**src/hdl/crp_params.svh**
```systemverilog
`ifndef CRP_PARAMS_SVH
`define CRP_PARAMS_SVH

// Register byte offsets on the AXI4-Lite bus.
`define CRP_OFF_CTRL 32'h0000_0000
`define CRP_OFF_DISK 32'h0000_0004
`define CRP_OFF_TAPE 32'h0000_0008
`define CRP_OFF_STAT 32'h0000_000C

// Control register fields.
`define CRP_LVL_MSB 2
`define CRP_LVL_LSB 0
`define CRP_DHI_BIT 4

// Channel configuration register fields.
`define CRP_LIM_MSB 8
`define CRP_LIM_LSB 0
`define CRP_GAP_MSB 23
`define CRP_GAP_LSB 16

// Reset values.
`define CRP_RST_LVL 3'h0
`define CRP_RST_DHI 1'b1
`define CRP_RST_LIM 9'h020
`define CRP_RST_GAP 8'h04

// AXI responses.
`define CRP_RESP_OKAY 2'h0
`define CRP_RESP_SLVERR 2'h2

`endif

```
**src/hdl/crp_pkg.sv**
```systemverilog
package crp_pkg;

    typedef enum logic [1:0] {
        st_idle = 2'b00,
        st_req = 2'b01,
        st_xfer = 2'b10,
        st_gap = 2'b11
    } crp_state_t;

endpackage: crp_pkg

```
**src/hdl/crp_axi_slave.sv**
```systemverilog
`timescale 1ns/10ps
`include "crp_params.svh"
module crp_axi_slave (
    // Clock and reset
    input logic aclk,
    input logic aresetn,
    // Write address and data
    input logic awvalid,
    output logic awready,
    input logic [31:0] awaddr,
    input logic wvalid,
    output logic wready,
    input logic [31:0] wdata,
    input logic [3:0] wstrb,
    // Write response
    output logic bvalid,
    input logic bready,
    output logic [1:0] bresp,
    // Read address
    input logic arvalid,
    output logic arready,
    input logic [31:0] araddr,
    // Read data
    output logic rvalid,
    input logic rready,
    output logic [31:0] rdata,
    output logic [1:0] rresp,
    // Register file side
    output logic wr_en,
    output logic [31:0] wr_addr,
    output logic [31:0] wr_data,
    output logic [3:0] wr_strb,
    input logic wr_err,
    output logic rd_en,
    output logic [31:0] rd_addr,
    input logic [31:0] rd_data,
    input logic rd_err
);

    logic aw_full_ff, w_full_ff, ar_full_ff;
    logic awready_ff, wready_ff, arready_ff, bvalid_ff, rvalid_ff;
    logic [1:0] bresp_ff, rresp_ff;
    logic [31:0] awaddr_ff, wdata_ff, araddr_ff, rdata_ff;
    logic [3:0] wstrb_ff;
    logic aw_take, w_take, ar_take;
    logic nxt_aw_full, nxt_w_full, nxt_ar_full, nxt_bvalid, nxt_rvalid;

    assign aw_take = awvalid && awready_ff;
    assign w_take = wvalid && wready_ff;
    assign ar_take = arvalid && arready_ff;
    // The write is done once both halves are held and no answer waits.
    assign wr_en = aw_full_ff && w_full_ff && !bvalid_ff;
    assign rd_en = ar_full_ff && !rvalid_ff;
    assign nxt_aw_full = aw_take || (aw_full_ff && !wr_en);
    assign nxt_w_full = w_take || (w_full_ff && !wr_en);
    assign nxt_ar_full = ar_take || (ar_full_ff && !rd_en);
    assign nxt_bvalid = wr_en || (bvalid_ff && !bready);
    assign nxt_rvalid = rd_en || (rvalid_ff && !rready);
    assign wr_addr = awaddr_ff;
    assign wr_data = wdata_ff;
    assign wr_strb = wstrb_ff;
    assign rd_addr = araddr_ff;
    assign awready = awready_ff;
    assign wready = wready_ff;
    assign arready = arready_ff;
    assign bvalid = bvalid_ff;
    assign bresp = bresp_ff;
    assign rvalid = rvalid_ff;
    assign rdata = rdata_ff;
    assign rresp = rresp_ff;

    always_ff @(posedge aclk) begin
        if (!aresetn) begin
            aw_full_ff <= 1'b0;
            w_full_ff <= 1'b0;
            ar_full_ff <= 1'b0;
            awready_ff <= 1'b0;
            wready_ff <= 1'b0;
            arready_ff <= 1'b0;
            bvalid_ff <= 1'b0;
            rvalid_ff <= 1'b0;
        end else begin
            aw_full_ff <= nxt_aw_full;
            w_full_ff <= nxt_w_full;
            ar_full_ff <= nxt_ar_full;
            awready_ff <= !nxt_aw_full;
            wready_ff <= !nxt_w_full;
            arready_ff <= !nxt_ar_full;
            bvalid_ff <= nxt_bvalid;
            rvalid_ff <= nxt_rvalid;
        end
    end

    always_ff @(posedge aclk) begin
        if (!aresetn) begin
            awaddr_ff <= 32'h0000_0000;
            wdata_ff <= 32'h0000_0000;
            wstrb_ff <= 4'h0;
            araddr_ff <= 32'h0000_0000;
            bresp_ff <= `CRP_RESP_OKAY;
            rresp_ff <= `CRP_RESP_OKAY;
            rdata_ff <= 32'h0000_0000;
        end else begin
            if (aw_take) begin
                awaddr_ff <= awaddr;
            end
            if (w_take) begin
                wdata_ff <= wdata;
                wstrb_ff <= wstrb;
            end
            if (ar_take) begin
                araddr_ff <= araddr;
            end
            if (wr_en) begin
                bresp_ff <= wr_err ? `CRP_RESP_SLVERR : `CRP_RESP_OKAY;
            end
            if (rd_en) begin
                rdata_ff <= rd_data;
                rresp_ff <= rd_err ? `CRP_RESP_SLVERR : `CRP_RESP_OKAY;
            end
        end
    end

endmodule: crp_axi_slave

```
**src/hdl/crp_gap_counter.sv**
```systemverilog
`timescale 1ns/10ps
module crp_gap_counter (
    // Clock and reset
    input logic aclk,
    input logic aresetn,
    // Control
    input logic load,
    input logic [7:0] load_count,
    input logic tick,
    // Status
    output logic busy
);

    logic [7:0] cnt_ff;
    logic busy_ff;
    logic last_tick;

    assign last_tick = busy_ff && tick && (cnt_ff == 8'h01);
    assign busy = busy_ff;

    // A zero count is refused at the register, so busy always lasts
    // at least one sync tick.
    always_ff @(posedge aclk) begin
        if (!aresetn) begin
            cnt_ff <= 8'h00;
            busy_ff <= 1'b0;
        end else if (load) begin
            cnt_ff <= load_count;
            busy_ff <= 1'b1;
        end else if (busy_ff && tick) begin
            cnt_ff <= cnt_ff - 8'h01;
            busy_ff <= !last_tick;
        end
    end

endmodule: crp_gap_counter

```
**src/hdl/crp_pacer.sv**
```systemverilog
// Implementation choices: the register offsets and register access over AXI4-Lite.
`timescale 1ns/10ps
`include "crp_params.svh"
// Summary of operation
// - Request carries configured level zero to seven.
// - Burst limit: powers of two, 2..256.
// - Release bus at limit, then wait.
// - Count 1..255 sync ticks before re-request.
// - Disk and tape keep separate limit, gap.
// - Selectable disk or tape interrupt priority.
module crp_pacer (
    // Clock and reset
    input logic aclk,
    input logic aresetn,
    // AXI4-Lite write
    input logic awvalid,
    output logic awready,
    input logic [31:0] awaddr,
    input logic wvalid,
    output logic wready,
    input logic [31:0] wdata,
    input logic [3:0] wstrb,
    output logic bvalid,
    input logic bready,
    output logic [1:0] bresp,
    // AXI4-Lite read
    input logic arvalid,
    output logic arready,
    input logic [31:0] araddr,
    output logic rvalid,
    input logic rready,
    output logic [31:0] rdata,
    output logic [1:0] rresp,
    // Data path requests
    input logic disk_xfer_req,
    input logic tape_xfer_req,
    // Burst channel bus
    input logic channel_sync_tick,
    input logic bus_grant,
    input logic word_done,
    output logic bus_req,
    output logic [2:0] channel_request_level,
    output logic disk_xfer_go,
    output logic tape_xfer_go,
    output logic disk_irq_high
);

    logic [2:0] lvl_ff;
    logic disk_high_ff;
    logic [8:0] disk_lim_ff, tape_lim_ff, lim_ff, word_cnt_ff;
    logic [7:0] disk_gap_ff, tape_gap_ff;
    crp_pkg::crp_state_t state_ff, nxt_state;
    logic act_tape_ff, nxt_act_tape;
    logic [8:0] nxt_lim, nxt_word_cnt;
    logic bus_req_ff, disk_go_ff, tape_go_ff, irq_hi_ff;
    logic [2:0] level_out_ff;
    logic gap_load, gap_busy;
    logic [7:0] gap_value;

    logic wr_en, wr_err, rd_en, rd_err;
    logic [31:0] wr_addr, wr_data, rd_addr, rd_data;
    logic [3:0] wr_strb;

    // Byte lanes not strobed keep the register's present contents.
    function automatic logic [31:0] merge_strb(input logic [31:0] old,
                                               input logic [31:0] nw,
                                               input logic [3:0] strb);
        logic [31:0] r;
        r = old;
        for (int i = 0; i < 4; i++) begin
            if (strb[i]) begin
                r[i*8 +: 8] = nw[i*8 +: 8];
            end
        end
        return r;
    endfunction: merge_strb

    function automatic logic [31:0] pack_cfg(input logic [8:0] lim,
                                             input logic [7:0] gap);
        logic [31:0] r;
        r = 32'h0000_0000;
        r[`CRP_LIM_MSB:`CRP_LIM_LSB] = lim;
        r[`CRP_GAP_MSB:`CRP_GAP_LSB] = gap;
        return r;
    endfunction: pack_cfg

    function automatic logic burst_legal(input logic [8:0] lim);
        return (lim >= 9'h002) && ((lim & (lim - 9'h001)) == 9'h000);
    endfunction: burst_legal

    crp_axi_slave u_axi (
        .aclk(aclk),
        .aresetn(aresetn),
        .awvalid(awvalid),
        .awready(awready),
        .awaddr(awaddr),
        .wvalid(wvalid),
        .wready(wready),
        .wdata(wdata),
        .wstrb(wstrb),
        .bvalid(bvalid),
        .bready(bready),
        .bresp(bresp),
        .arvalid(arvalid),
        .arready(arready),
        .araddr(araddr),
        .rvalid(rvalid),
        .rready(rready),
        .rdata(rdata),
        .rresp(rresp),
        .wr_en(wr_en),
        .wr_addr(wr_addr),
        .wr_data(wr_data),
        .wr_strb(wr_strb),
        .wr_err(wr_err),
        .rd_en(rd_en),
        .rd_addr(rd_addr),
        .rd_data(rd_data),
        .rd_err(rd_err)
    );

    // Register decode.
    logic [31:0] ctrl_word, disk_word, tape_word, stat_word;
    logic [31:0] ctrl_cand, disk_cand, tape_cand;
    logic hit_ctrl, hit_disk, hit_tape, hit_stat;
    logic disk_ok, tape_ok;

    assign ctrl_word = {27'h000_0000, disk_high_ff, 1'b0, lvl_ff};
    assign disk_word = pack_cfg(disk_lim_ff, disk_gap_ff);
    assign tape_word = pack_cfg(tape_lim_ff, tape_gap_ff);
    assign stat_word = {15'h0000, word_cnt_ff, 3'h0, gap_busy,
                        bus_req_ff, act_tape_ff, state_ff};
    assign ctrl_cand = merge_strb(ctrl_word, wr_data, wr_strb);
    assign disk_cand = merge_strb(disk_word, wr_data, wr_strb);
    assign tape_cand = merge_strb(tape_word, wr_data, wr_strb);
    assign hit_ctrl = wr_addr == `CRP_OFF_CTRL;
    assign hit_disk = wr_addr == `CRP_OFF_DISK;
    assign hit_tape = wr_addr == `CRP_OFF_TAPE;
    // Illegal burst limits and a zero gap are refused whole with SLVERR.
    assign disk_ok = burst_legal(disk_cand[`CRP_LIM_MSB:`CRP_LIM_LSB])
        && (disk_cand[`CRP_GAP_MSB:`CRP_GAP_LSB] != 8'h00);
    assign tape_ok = burst_legal(tape_cand[`CRP_LIM_MSB:`CRP_LIM_LSB])
        && (tape_cand[`CRP_GAP_MSB:`CRP_GAP_LSB] != 8'h00);
    assign wr_err = !(hit_ctrl || (hit_disk && disk_ok)
        || (hit_tape && tape_ok));
    assign hit_stat = rd_addr == `CRP_OFF_STAT;
    assign rd_data = (rd_addr == `CRP_OFF_CTRL) ? ctrl_word :
                     (rd_addr == `CRP_OFF_DISK) ? disk_word :
                     (rd_addr == `CRP_OFF_TAPE) ? tape_word :
                     hit_stat ? stat_word : 32'h0000_0000;
    assign rd_err = !(hit_stat || rd_addr == `CRP_OFF_CTRL
        || rd_addr == `CRP_OFF_DISK || rd_addr == `CRP_OFF_TAPE);

    always_ff @(posedge aclk) begin
        if (!aresetn) begin
            lvl_ff <= `CRP_RST_LVL;
            disk_high_ff <= `CRP_RST_DHI;
            disk_lim_ff <= `CRP_RST_LIM;
            disk_gap_ff <= `CRP_RST_GAP;
            tape_lim_ff <= `CRP_RST_LIM;
            tape_gap_ff <= `CRP_RST_GAP;
        end else if (wr_en && !wr_err) begin
            if (hit_ctrl) begin
                lvl_ff <= ctrl_cand[`CRP_LVL_MSB:`CRP_LVL_LSB];
                disk_high_ff <= ctrl_cand[`CRP_DHI_BIT];
            end
            if (hit_disk) begin
                disk_lim_ff <= disk_cand[`CRP_LIM_MSB:`CRP_LIM_LSB];
                disk_gap_ff <= disk_cand[`CRP_GAP_MSB:`CRP_GAP_LSB];
            end
            if (hit_tape) begin
                tape_lim_ff <= tape_cand[`CRP_LIM_MSB:`CRP_LIM_LSB];
                tape_gap_ff <= tape_cand[`CRP_GAP_MSB:`CRP_GAP_LSB];
            end
        end
    end

    // Pacing state machine.
    logic any_req, pick_tape, chan_req, word_hit;

    assign any_req = disk_xfer_req || tape_xfer_req;
    // With both pending, the higher interrupt priority function goes first.
    assign pick_tape = tape_xfer_req
        && (!disk_xfer_req || !disk_high_ff);
    assign chan_req = act_tape_ff ? tape_xfer_req : disk_xfer_req;
    assign word_hit = word_done && (word_cnt_ff + 9'h001 == lim_ff);
    assign gap_value = act_tape_ff ? tape_gap_ff : disk_gap_ff;

    always_comb begin
        nxt_state = state_ff;
        nxt_act_tape = act_tape_ff;
        nxt_lim = lim_ff;
        nxt_word_cnt = word_cnt_ff;
        gap_load = 1'b0;
        unique case (state_ff)
            crp_pkg::st_idle: begin
                if (any_req) begin
                    nxt_state = crp_pkg::st_req;
                    nxt_act_tape = pick_tape;
                    // The limit is latched so a write mid-burst cannot
                    // move the end of the current burst.
                    nxt_lim = pick_tape ? tape_lim_ff : disk_lim_ff;
                    nxt_word_cnt = 9'h000;
                end
            end
            crp_pkg::st_req: begin
                if (!chan_req) begin
                    nxt_state = crp_pkg::st_idle;
                end else if (bus_grant) begin
                    nxt_state = crp_pkg::st_xfer;
                end
            end
            crp_pkg::st_xfer: begin
                if (word_hit || !chan_req) begin
                    nxt_state = crp_pkg::st_gap;
                    gap_load = 1'b1;
                end else if (word_done) begin
                    nxt_word_cnt = word_cnt_ff + 9'h001;
                end
            end
            crp_pkg::st_gap: begin
                if (!gap_busy) begin
                    nxt_state = crp_pkg::st_idle;
                end
            end
        endcase
    end

    always_ff @(posedge aclk) begin
        if (!aresetn) begin
            state_ff <= crp_pkg::st_idle;
            act_tape_ff <= 1'b0;
            lim_ff <= `CRP_RST_LIM;
            word_cnt_ff <= 9'h000;
        end else begin
            state_ff <= nxt_state;
            act_tape_ff <= nxt_act_tape;
            lim_ff <= nxt_lim;
            word_cnt_ff <= nxt_word_cnt;
        end
    end

    always_ff @(posedge aclk) begin
        if (!aresetn) begin
            bus_req_ff <= 1'b0;
            disk_go_ff <= 1'b0;
            tape_go_ff <= 1'b0;
            level_out_ff <= `CRP_RST_LVL;
            irq_hi_ff <= `CRP_RST_DHI;
        end else begin
            bus_req_ff <= (nxt_state == crp_pkg::st_req)
                || (nxt_state == crp_pkg::st_xfer);
            disk_go_ff <= (nxt_state == crp_pkg::st_xfer) && !nxt_act_tape;
            tape_go_ff <= (nxt_state == crp_pkg::st_xfer) && nxt_act_tape;
            level_out_ff <= lvl_ff;
            irq_hi_ff <= disk_high_ff;
        end
    end

    assign bus_req = bus_req_ff;
    assign channel_request_level = level_out_ff;
    assign disk_xfer_go = disk_go_ff;
    assign tape_xfer_go = tape_go_ff;
    assign disk_irq_high = irq_hi_ff;

    crp_gap_counter u_gap (
        .aclk(aclk),
        .aresetn(aresetn),
        .load(gap_load),
        .load_count(gap_value),
        .tick(channel_sync_tick),
        .busy(gap_busy)
    );

    // Helper logic for the checks below: ticks seen during the gap.
    logic [7:0] gap_val_ff, ticks_ff;
    always_ff @(posedge aclk) begin
        if (!aresetn) begin
            gap_val_ff <= 8'h00;
            ticks_ff <= 8'h00;
        end else if (gap_load) begin
            gap_val_ff <= gap_value;
            ticks_ff <= 8'h00;
        end else if (state_ff == crp_pkg::st_gap && channel_sync_tick) begin
            ticks_ff <= ticks_ff + 8'h01;
        end
    end
endmodule: crp_pacer

```
**config.mk**
```make
export PLATFORM = sky130hd
export DESIGN_NAME = crp_pacer
export DESIGN_NICKNAME = d
export VERILOG_FILES = /design/src/hdl/crp_pkg.sv /design/src/hdl/crp_axi_slave.sv /design/src/hdl/crp_gap_counter.sv /design/src/hdl/crp_pacer.sv
export VERILOG_INCLUDE_DIRS = /design/src /design/src/hdl
export SDC_FILE = /design/constraint.sdc
export NUM_CORES = 1
export LEC_CHECK = 0
export ABC_AREA = 1
export BUFFER_PORTS_ARGS = -buffer_cell sky130_fd_sc_hd__buf_2
export CAP_MARGIN = 20
export CORE_ASPECT_RATIO = 0.75
export CORE_UTILIZATION = 35
export DETAILED_ROUTE_END_ITERATION = 16
export HOLD_SLACK_MARGIN = 0.1
export MAX_ROUTING_LAYER = met4
export PLACE_DENSITY_LB_ADDON = 0.12
export RECOVER_POWER = 25
export SETUP_SLACK_MARGIN = 0.2
export SLEW_MARGIN = 25
export SYNTH_ARGS = -nofsm -noshare
export SYNTH_HDL_FRONTEND = slang
export SYNTH_HIERARCHICAL = 1
export SYNTH_SLANG_ARGS = --single-unit
```
**constraint.sdc**
```tcl
create_clock -name aclk -period 3.06 [get_ports aclk]
set_input_delay 0.612 -clock aclk [delete_from_list [all_inputs] [get_ports aclk]]
set_output_delay 0.612 -clock aclk [all_outputs]
set_load 0.005 [all_outputs]
```
== Word-level counts from Yosys, hierarchy flattened ==
Index checks and enable logic that the tools add are counted.
Operators by class
  reduce and logical (&&, ||, !) cells: 66
  equal/unequal tests: 15
  multiplexer cells: 33
  order comparisons: 2
  bitwise operators: 2
  $add $sub $neg: 4
Operators by type and width (count)
  $eq 32x4->1 const B: 3
  $mux 24: 3
  $eq 32x3->1 const B: 2
  $logic_not 32->1: 2
  $mux 8: 7
  $mux 9: 4
  $logic_and 1x1->1: 24
  $and 9x9->9: 2
  $ge 9x2->1 const B: 2
  $logic_not 9->1: 2
  $pmux 9 s2: 1
  $sub 9x1->9 const B: 2
  $mux 17: 1
  $reduce_bool 8->1: 2
  $logic_not 1->1: 14
  $logic_or 1x1->1: 14
  $mux 2: 7
  $add 9x1->9 const B: 1
  $eq 9x9->1: 1
  $mux 1: 9
  $eq 8x1->1 const B: 1
  $pmux 2 s4: 1
  $sub 8x1->8 const B: 1
  $eq 2x2->1 const B: 3
  other kinds (7): 13
Storage, ports and cells
  output and inout bits: 48
  bits in registers: 210
  logic and storage cells: 154

== Longest topological paths before layout ==
Gate-level depths: netlist of run 1.
  depth in word-level cells: 11
  mapped depth: 19
  mapped depth without buffers: 18

== Modules after synthesis ==
The synthesis of run 1 kept the hierarchy.
By module, submodules not included
  crp_axi_slave: area each 5287.6 µm², seq. area each 2842.7 µm², instances 1, cells each 622
  crp_pacer: area each 4752.1 µm², seq. area each 1321.3 µm², instances 1, cells each 820
  crp_gap_counter: area each 588.1 µm², seq. area each 180.2 µm², instances 1, cells each 85

== Worst setup path before layout of run 1 ==
Ideal clock, no wire load.
  path kind: flip-flop to flip-flop
  from: reg word_cnt_ff[0]
  to: reg u_gap.cnt_ff[3]
  setup slack: 0.904 ns
  cell stages (with the launch flop): 20
  data required time: 2.940 ns
  clock period less this slack: 2.156 ns
  data arrival time: 2.036 ns
  cell sequence: dfxtp_1 > ha_1 > nand2_1 > nor2_1 > nand2_1 > nand2_1 > nand2_1 > nand2_1 > nand3_1 > nor2_1 > nand4_1 > nand2_1 > nand2_1 > inv_1 > buf_6 > inv_4 > nand2_4 > o21ai_1 > a31oi_1 > nor2_1
Between the ends
  longest elaborated chain between the ends: 7
RTL lines
  start, declared: line crp_pacer.sv:50  | logic [8:0] disk_lim_ff, tape_lim_ff, lim_ff, word_cnt_ff;
  start signal, assigned: line crp_pacer.sv:239  | word_cnt_ff <= nxt_word_cnt;
  $add 9x1->9 (*): line crp_pacer.sv:186  | assign word_hit = word_done && (word_cnt_ff + 9'h001 == lim_ff);
  $eq 9x9->1 (*): line crp_pacer.sv:186
  $logic_and 1x1->1 (*): line crp_pacer.sv:186
  $logic_or 1x1->1 (*): line crp_pacer.sv:214  | if (word_hit || !chan_req) begin
  $mux 1 (*): line crp_pacer.sv:214
  $mux 1 (*): line crp_pacer.sv:195  | unique case (state_ff)
  via gap_load: line crp_pacer.sv:57  | logic gap_load, gap_busy;
  $mux 8 or $reduce_bool 2->1 (tied branches)
  end signal, assigned: line crp_gap_counter.sv:28  | cnt_ff <= load_count;
  end signal, assigned: line crp_gap_counter.sv:31  | cnt_ff <= cnt_ff - 8'h01;
  end, declared: line crp_gap_counter.sv:14  | logic [7:0] cnt_ff;
Mark *: on every way through the listed nets, which the timed path passes. The rest lies on a longest branch.
A chain may end at the register's enable or synchronous reset.

== Worst setup path after layout of run 1 ==
  from: reg u_axi.araddr_ff[24], in the netlist u_axi/rd_addr[24]
  to: reg u_axi.rdata_ff[4], in the netlist u_axi/rdata[4]
Between the ends
  longest elaborated chain between the ends: 5
RTL lines
  start, declared: line crp_axi_slave.sv:43  | logic [31:0] awaddr_ff, wdata_ff, araddr_ff, rdata_ff;
  start signal, assigned: line crp_axi_slave.sv:112  | araddr_ff <= araddr;
  $eq 32x4->1 (no line)
  $mux 17: line crp_pacer.sv:150  | hit_stat ? stat_word : 32'h0000_0000;
  $mux 24: line crp_pacer.sv:149  | (rd_addr == `CRP_OFF_TAPE) ? tape_word :
  $mux 24: line crp_pacer.sv:148  | (rd_addr == `CRP_OFF_DISK) ? disk_word :
  $mux 24 (*): line crp_pacer.sv:147  | assign rd_data = (rd_addr == `CRP_OFF_CTRL) ? ctrl_word :
  via rd_data[4]: line crp_pacer.sv:61  | logic [31:0] wr_addr, wr_data, rd_addr, rd_data;
  end signal, assigned: line crp_axi_slave.sv:118  | rdata_ff <= rd_data;
  end, declared: line crp_axi_slave.sv:43
Marks and branches as above.

==> out/qor.csv, run 1 <==
metric,value,unit
rsz0062_at_grt,no,
hold_viol_final,0,
avgSynthCellArea,6.86,um2
hpwlAfterDp,20000,um
drt_iter0_markers,573,
cp.arrival,3.04,ns
grt_pass1_vias,8905,
post-cts-setup-buffers,0,
min_period,2.58,ns
setup_viol,0,
final_nets,1703,
antenna_found_initial,0,
cts.sinks,201,
core,28100,um2
clk_pin_slew_worst_paths,0.06,ns
worst_pin_slew,1.41,ns
drv_slew,0,
drive_gt1_share,20.3,%
io_pins,160,
vias_per_cell,4.75,
port_buffers,141,
crit_path_end_kind,flip-flop,
die_h,149,um
power.density,574,nW/um2
crit_path_start_kind,flip-flop,
design.die.area,29400,um2
grt_max_degree,68,
leakage,5.32,nW
routed_wl,28000,um
areaGrowthSynthToFinish,17.2,%
maxSlewHeadroom,6.09,%
irDropWorstVdd,0.361,mV
fp.dieW,197,um
multi_input_area,4870,um2
r2r-start,u_axi/rd_addr[24],
skew,0.0130,ns
first_pass_iters,5,
post_drt_wl_per_cell,14.1,um
cts_root_buf,clkbuf_16,
post-route-drc-count,0,
status,finished clean,
critPathRequiredTime,3.52,ns
hp-start,wdata[23],
synthCells,1463,
cts-htree-levels,1,
n_fill_cell,3075,
r2r_setup_slack,0.48,ns
initial_core_util,35.7,%
max-clock-path-buffers,3,
tritoncts,yes,
crit_start,u_axi/rd_addr[24],
seqCellArea,4030,um2
criticalPathCategory,reg -> reg,
num_antenna_cells,0,
grt_pass1_wl,45900,um
fin_tns_setup,0,ns
placementRows,53,
ant_nets,0,
max_cap_violations,0,
period_share,84.2,%
fin_util,41.8,%
numCtsBuffers,24,
grtUsageTotal,20.0,%
crit_path_max_fanout,17,
max_freq,388,MHz
gp_congestion,0.916,
synth_area,10000,um2
synth_warnings,6,
hold_path_class,in -> reg,
grt-ovfl-total,0,
insertion_delay,0.53,ns
num_vias,9448,
[final cells by class]
type / instances / share of cell area [%]
timing repair buffer: 165 / 7.49
clock inverter: 9 / 1.05
clock buffer: 35 / 6.32
tap: 385 / 4.10
inverter: 167 / 5.42
multi-input combinational: 1028 / 41.4
sequential: 201 / 34.2
[report_power, final]
group | leakage [nW] | switching [mW] | internal, mW
clock | 0.434 | 1.16 | 1.93
sequential | 1.64 | 0.103 | 2.76
combinational | 3.24 | 0.490 | 0.294
total | 5.32 | 1.76 | 4.99
[placed cells by master, fill, tap and decap left out, drive strengths merged, types with 12 or more instances in the layout]
cell,count
nor2,393
nand2,267
dfxtp,201
o21ai,170
inv,164
buf,162
nand3,51
nand4,41
clkbuf,38
a21oi,22
a31oi,12
[state kept, by name (all words and copies together), names as in the netlist, 9 cells and up]
| signal | cells |
|---|---|
| tape_lim_ff | 9 |
| u_axi/rdata | 32 |
| u_axi/rd_addr | 32 |
| word_cnt_ff | 9 |
| u_axi/wr_data | 17 |
| disk_lim_ff | 9 |
| lim_ff | 9 |
| u_axi/wr_addr | 32 |
[critical path, stage by stage (launching register included)]
cell and delay [ns]:
dfxtp_1 0.31, nor4_1 0.39, nand2_1 0.09, nor2_1 0.28
nand2_1 0.52, inv_1 0.35, a21oi_1 0.10, a22oi_1 0.17
o21ai_0 0.15, nor2_1 0.16
[final timing paths]
kind	end	depth (start not counted)
setup / recovery	u_axi/rdata[4]	9
hold / removal	u_axi/wr_data[23]	3
setup reg to reg	u_axi/rdata[4]	9
hold reg to reg	channel_request_level[2]	2
[stage by stage]
step / setup WS, ns / instances / hold WS [ns] / power, mW / cell area, um2
floorplan: 0.904 / 1471 / 0.407 / 3.48 / 10100
global placement: 0.375 / 1946 / 0.417 / 3.70 / 10900
detailed placement: 0.373 / 1946 / 0.420 / 3.71 / 10900
CTS: 0.350 / 1990 / 0.298 / 6.84 / 11800
global route: 0.227 / 1990 / 0.310 / 7.08 / 11800
finish: 0.482 / 1990 / 0.317 / 6.75 / 11800
[timing repair]
item,4_1_cts,5_1_grt
hold buffers,0,0
resized for setup,0,2
endpoints found under the setup margin,0,6
[per-layer routing]
layer  GRT usage [%]  part of all wire, %  vias to the layer above
met5               -                    0                        -
met4            4.34                  1.8                        0
met3            2.86                  4.0                       33
met2            30.1                   43                      176
met1            28.4                   52                     4341
li1                -                    -                     4898
Note: power is estimated with default switching activity, not from simulation.
==> run 2, diff against run 1 <==
clock period = 2.16 ns   (was 3.06 ns; I/O delays follow)
==> run 2 against run 1 <==
Compared with the run above:
- maximum frequency is 21% higher
- final area up 14%
- routed wire length is 5.4% higher
- sequential share of layout area shrank 3.9 points
- register-to-register slack got worse by 0.45 ns
- utilization increased by 5.7 points
- hold slack got worse by 0.17 ns
- global-route usage increased by 0.44 points
- clock power increased by 28%
- largest power group is now sequential cells
==> out/qor.csv, run 2 (same netlist as run 1, synthesis figures left out) <==
metric,value,unit
status,finished clean,
grtUsageTotal,20.5,%
gp_congestion,0.867,
post-route-drc-count,0,
crit_path_end_kind,flip-flop,
drive_gt1_share,32.9,%
initial_core_util,35.7,%
ant_nets,0,
final_nets,1785,
switchingPower,2.58,mW
antenna_found_initial,0,
grt_pass1_wl,47400,um
hpwlAfterDp,20500,um
grt_max_degree,70,
design.die.area,29400,um2
drt_iter0_markers,431,
final_common_cell,nor2_1,
first_pass_iters,6,
hold_path_class,in -> reg,
cts_root_buf,clkbuf_16,
grt_pass1_vias,9138,
power.total,9.49,mW
max_freq,470,MHz
routed_wl,29500,um
max-clock-path-buffers,3,
final_cell_mix,"nor2_1 (327), nand2_1 (210), dfxtp_1 (190)",
criticalPathCategory,reg -> reg,
cts-htree-levels,1,
crit_path_start_kind,flip-flop,
grt-ovfl-total,0,
whs_path_depth,3,
cp.arrival,2.52,ns
insertion_delay,0.52,ns
power.density,710,nW/um2
leakage,6.00,nW
areaGrowthSynthToFinish,33.2,%
port_buffers,141,
setup_viol,0,
numCtsBuffers,23,
r2r.worst_path.cells,17,
io_pins,160,
power_frac_seq,42.8,%
critPathRequiredTime,2.55,ns
crit_path_max_fanout,8,
fin_ws,0.0303,ns
rsz0062_at_grt,yes,
skew,0.0202,ns
die_h,149,um
hold_buffers,0,
maxSlewHeadroom,20.1,%
min_period,2.13,ns
placementRows,53,
num_vias,9748,
hold_viol_final,0,
pre_cts_ws,-0.143,ns
fp.dieW,197,um
tritoncts,yes,
clk_pin_slew_worst_paths,0.06,ns
drv_slew,0,
num_antenna_cells,0,
vias_per_cell,4.71,
p_int,6.91,mW
irDropWorstVdd,0.481,mV
power_frac_comb,15.3,%
clock_power_share,41.9,%
cts.sinks,201,
post_drt_wl_per_cell,14.3,um
fin_tns_setup,0,ns
core,28100,um2
worst_pin_slew,1.20,ns
period_share,98.6,%
max_cap_violations,0,
swShare,27.2,%
run 2: timing repair:
item / 4_1_cts / 5_1_grt
pin swaps: 38 / 73
buffers inserted: 16 / 10
gates resized for setup: 83 / 176
gates cloned: 2 / 0
setup endpoints to repair: 78 / 85
run 2: metrics by stage:
stage | hold WS [ns] | util (%) | area [um2] | instances
finish | 0.143 | 47.5 | 13400 | 2071
global route | 0.132 | 47.5 | 13400 | 2071
CTS | 0.126 | 45.0 | 12700 | 2061
detailed placement | 0.423 | 40.6 | 11400 | 2001
global placement | 0.420 | 40.6 | 11400 | 2001
floorplan | 0.407 | - | 10100 | 1471
run 2: critical path, stage by stage, from the launching register on:
cell,delay [ns]
dfxtp_4,0.36
ha_4,0.18
nand2_4,0.07
nor2_4,0.10
buf_6,0.11
nand3b_1,0.11
nand2_2,0.11
nand2_1,0.05
nand2_1,0.06
nand4_1,0.12
nand2_2,0.12
nand2_4,0.11
inv_8,0.11
inv_8,0.04
nand2_8,0.09
o21ai_2,0.06
a31oi_1,0.14
nor2_1,0.07
run 2: final cells by class:
| class | instances | area, um2 |
|---|---|---|
| Clock inverter | 8 | 93.8 |
| Inverter | 167 | 651 |
| Tap cell | 385 | 482 |
| Sequential cell | 201 | 4050 |
| Timing Repair Buffer | 248 | 1770 |
| Fill cell | 2947 | 14800 |
| Multi-Input combinational cell | 1028 | 5640 |
| Clock buffer | 34 | 667 |
run 2: power groups by stage:
stage | sequential [mW] | clock (mW) | combinational [mW]
5_1_grt | 4.09 | 4.25 | 1.63
6_report | 4.06 | 3.98 | 1.45
3_5_place_dp | 4.12 | 0 | 1.23
3_3_place_gp | 4.12 | 0 | 1.22
4_1_cts | 4.05 | 4.10 | 1.33
2_1_floorplan | 4.10 | 0 | 0.839
run 2: layer usage:
metal	vias up	GRT usage (%)	routed length [um]
met5	-	-	0
met3	39	2.59	1330
met4	0	4.30	584
met1	4453	28.9	14800
met2	207	31.2	12800
li1	5049	-	-
run 2: worst paths after layout:
| check | startpoint | to | slack, ns |
|---|---|---|---|
| worst max-delay path | word_cnt_ff[0] | u_gap/cnt_ff[3] | 0.03 |
| worst min-delay path | wdata[21] | u_axi/wr_data[21] | 0.14 |
| worst max register to register | word_cnt_ff[0] | u_gap/cnt_ff[3] | 0.03 |
| worst min register to register | lvl_ff[1] | channel_request_level[1] | 0.43 |
==> run 3, diff against run 2 <==
ABC_AREA = not set   (was 1)
==> run 3 against run 2 <==
Compared with the run above:
- critical endpoint is now u_gap/cnt_ff[7]
- the flow now finishes with violations (negative setup slack)
- first-iteration DRC count up 19%
- clock power is 4% lower
- synthesized cell count decreased by 22%
- sequential share of layout area is 0.38 points lower
==> out/qor.csv, run 3 <==
metric,value,unit
finalNonFillerCells,1791,
design.die.area,29000,um2
gp_congestion,0.863,
hold_viol_final,0,
worst_pin_slew,1.20,ns
synth_warnings,6,
die_h,148,um
hold_buffers,0,
crit_path_end_kind,flip-flop,
insertion_delay,0.51,ns
cts.sinks,201,
max_cap_violations,0,
setup_viol,37,
routed_wl,29400,um
dp.cells,1725,
rsz0062_at_grt,yes,
max_freq,388,MHz
vias_per_cell,4.99,
crit_path_max_fanout,4,
skew,0.0110,ns
seqCellArea,4060,um2
ant_nets,0,
multi_input_area,6070,um2
fin_util,49.5,%
grtUsageTotal,20.8,%
initial_core_util,36.2,%
final_cell_mix,"nand2_1 (266), dfxtp_1 (186), buf_2 (140)",
first_pass_iters,5,
clk_pin_slew_worst_paths,0.06,ns
pre_cts_ws,-0.491,ns
post-route-drc-count,0,
cts_root_buf,clkbuf_16,
grt-ovfl-total,0,
synth_area,9910,um2
cp.arrival,2.97,ns
final_area,13600,um2
power.density,662,nW/um2
synthCells,1140,
tritoncts,yes,
n_fill_cell,2663,
crit_path_start_kind,flip-flop,
fp.dieW,196,um
io_pins,160,
max-clock-path-buffers,3,
grt_pass1_vias,8702,
port_buffers,141,
avgSynthCellArea,8.69,um2
crit_start,word_cnt_ff[2],
hpwlAfterDp,20800,um
post_drt_wl_per_cell,16.4,um
status,finished with violations,
hold_path_class,in -> reg,
period_share,119,%
placementRows,52,
final_nets,1512,
numCtsBuffers,23,
core,27400,um2
irDropWorstVdd,0.484,mV
drv_slew,0,
min_period,2.58,ns
leakage,5.29,nW
hp-start,wdata[18],
grt_pass1_wl,47300,um
num_vias,8938,
areaGrowthSynthToFinish,36.9,%
maxSlewHeadroom,20.2,%
fin_ws,-0.418,ns
antenna_found_initial,2,
grt_max_degree,61,
final_common_cell,nand2_1,
r2r-start,word_cnt_ff[2],
criticalPathCategory,reg -> reg,
cts-htree-levels,1,
drive_gt1_share,39.9,%
drt_iter0_markers,514,
violations,negative setup slack,
critPathRequiredTime,2.56,ns
placed_area,11900,um2
run 3: timing repair:
item                                    in CTS  in global routing
pin swaps                                   39                 41
cloned                                       3                  0
setup buffers                               16                  5
resized for setup                          104                 74
endpoints found under the setup margin      78                 82
run 3: metrics by stage:
stage	hold WS [ns]	TNS [ns]	total power [mW]
2_1_floorplan	0.434	-3.42	4.66
3_3_place_gp	0.443	-6.33	5.02
3_5_place_dp	0.449	-6.80	5.03
4_1_cts	0.137	-3.53	9.02
5_1_grt	0.151	-8.31	9.37
6_report	0.155	-3.84	8.98
run 3: metal layers:
layer / global-route usage (%) / part of all wire (%)
met5: - / 0
met2: 30.3 / 42
met4: 4.18 / 1.9
met1: 30.4 / 52
met3: 2.87 / 4.1
run 3: area by class of cell:
type / instances / area share [%]
Clock inverter: 7 / 0.507
Sequential cell: 201 / 29.9
Antenna cell: 1 / 0.0185
Multi-Input combinational cell: 848 / 44.7
Tap cell: 378 / 3.49
Clock buffer: 34 / 4.92
Inverter: 14 / 0.480
Timing Repair Buffer: 308 / 15.9
run 3: final timing paths:
path | to | slack (ns) | depth (start not counted)
hold / removal | u_axi/wr_data[18] | 0.16 | 3
setup / recovery | u_gap/cnt_ff[7] | -0.42 | 11
setup reg to reg | u_gap/cnt_ff[7] | -0.42 | 11
hold reg to reg | u_axi/rdata[12] | 0.46 | 2
run 3: worst max-delay path: stages (launching register included):
cell       delay [ns]
dfxtp_4          0.36
buf_4            0.13
buf_4            0.14
o21ba_4          0.21
a221oi_2         0.26
a31oi_2          0.09
a2111oi_4        0.29
a21oi_4          0.12
nor2_4           0.21
and4b_1          0.23
nor2b_1          0.13
a221o_1          0.29
run 3: power breakdown:
group	total, mW	leakage, nW	internal (mW)	switching [mW]
Sequential	3.93	1.64	3.83	0.105
Combinational	1.22	3.29	0.562	0.656
Clock	3.83	0.357	2.25	1.57
Total	8.98	5.29	6.64	2.33
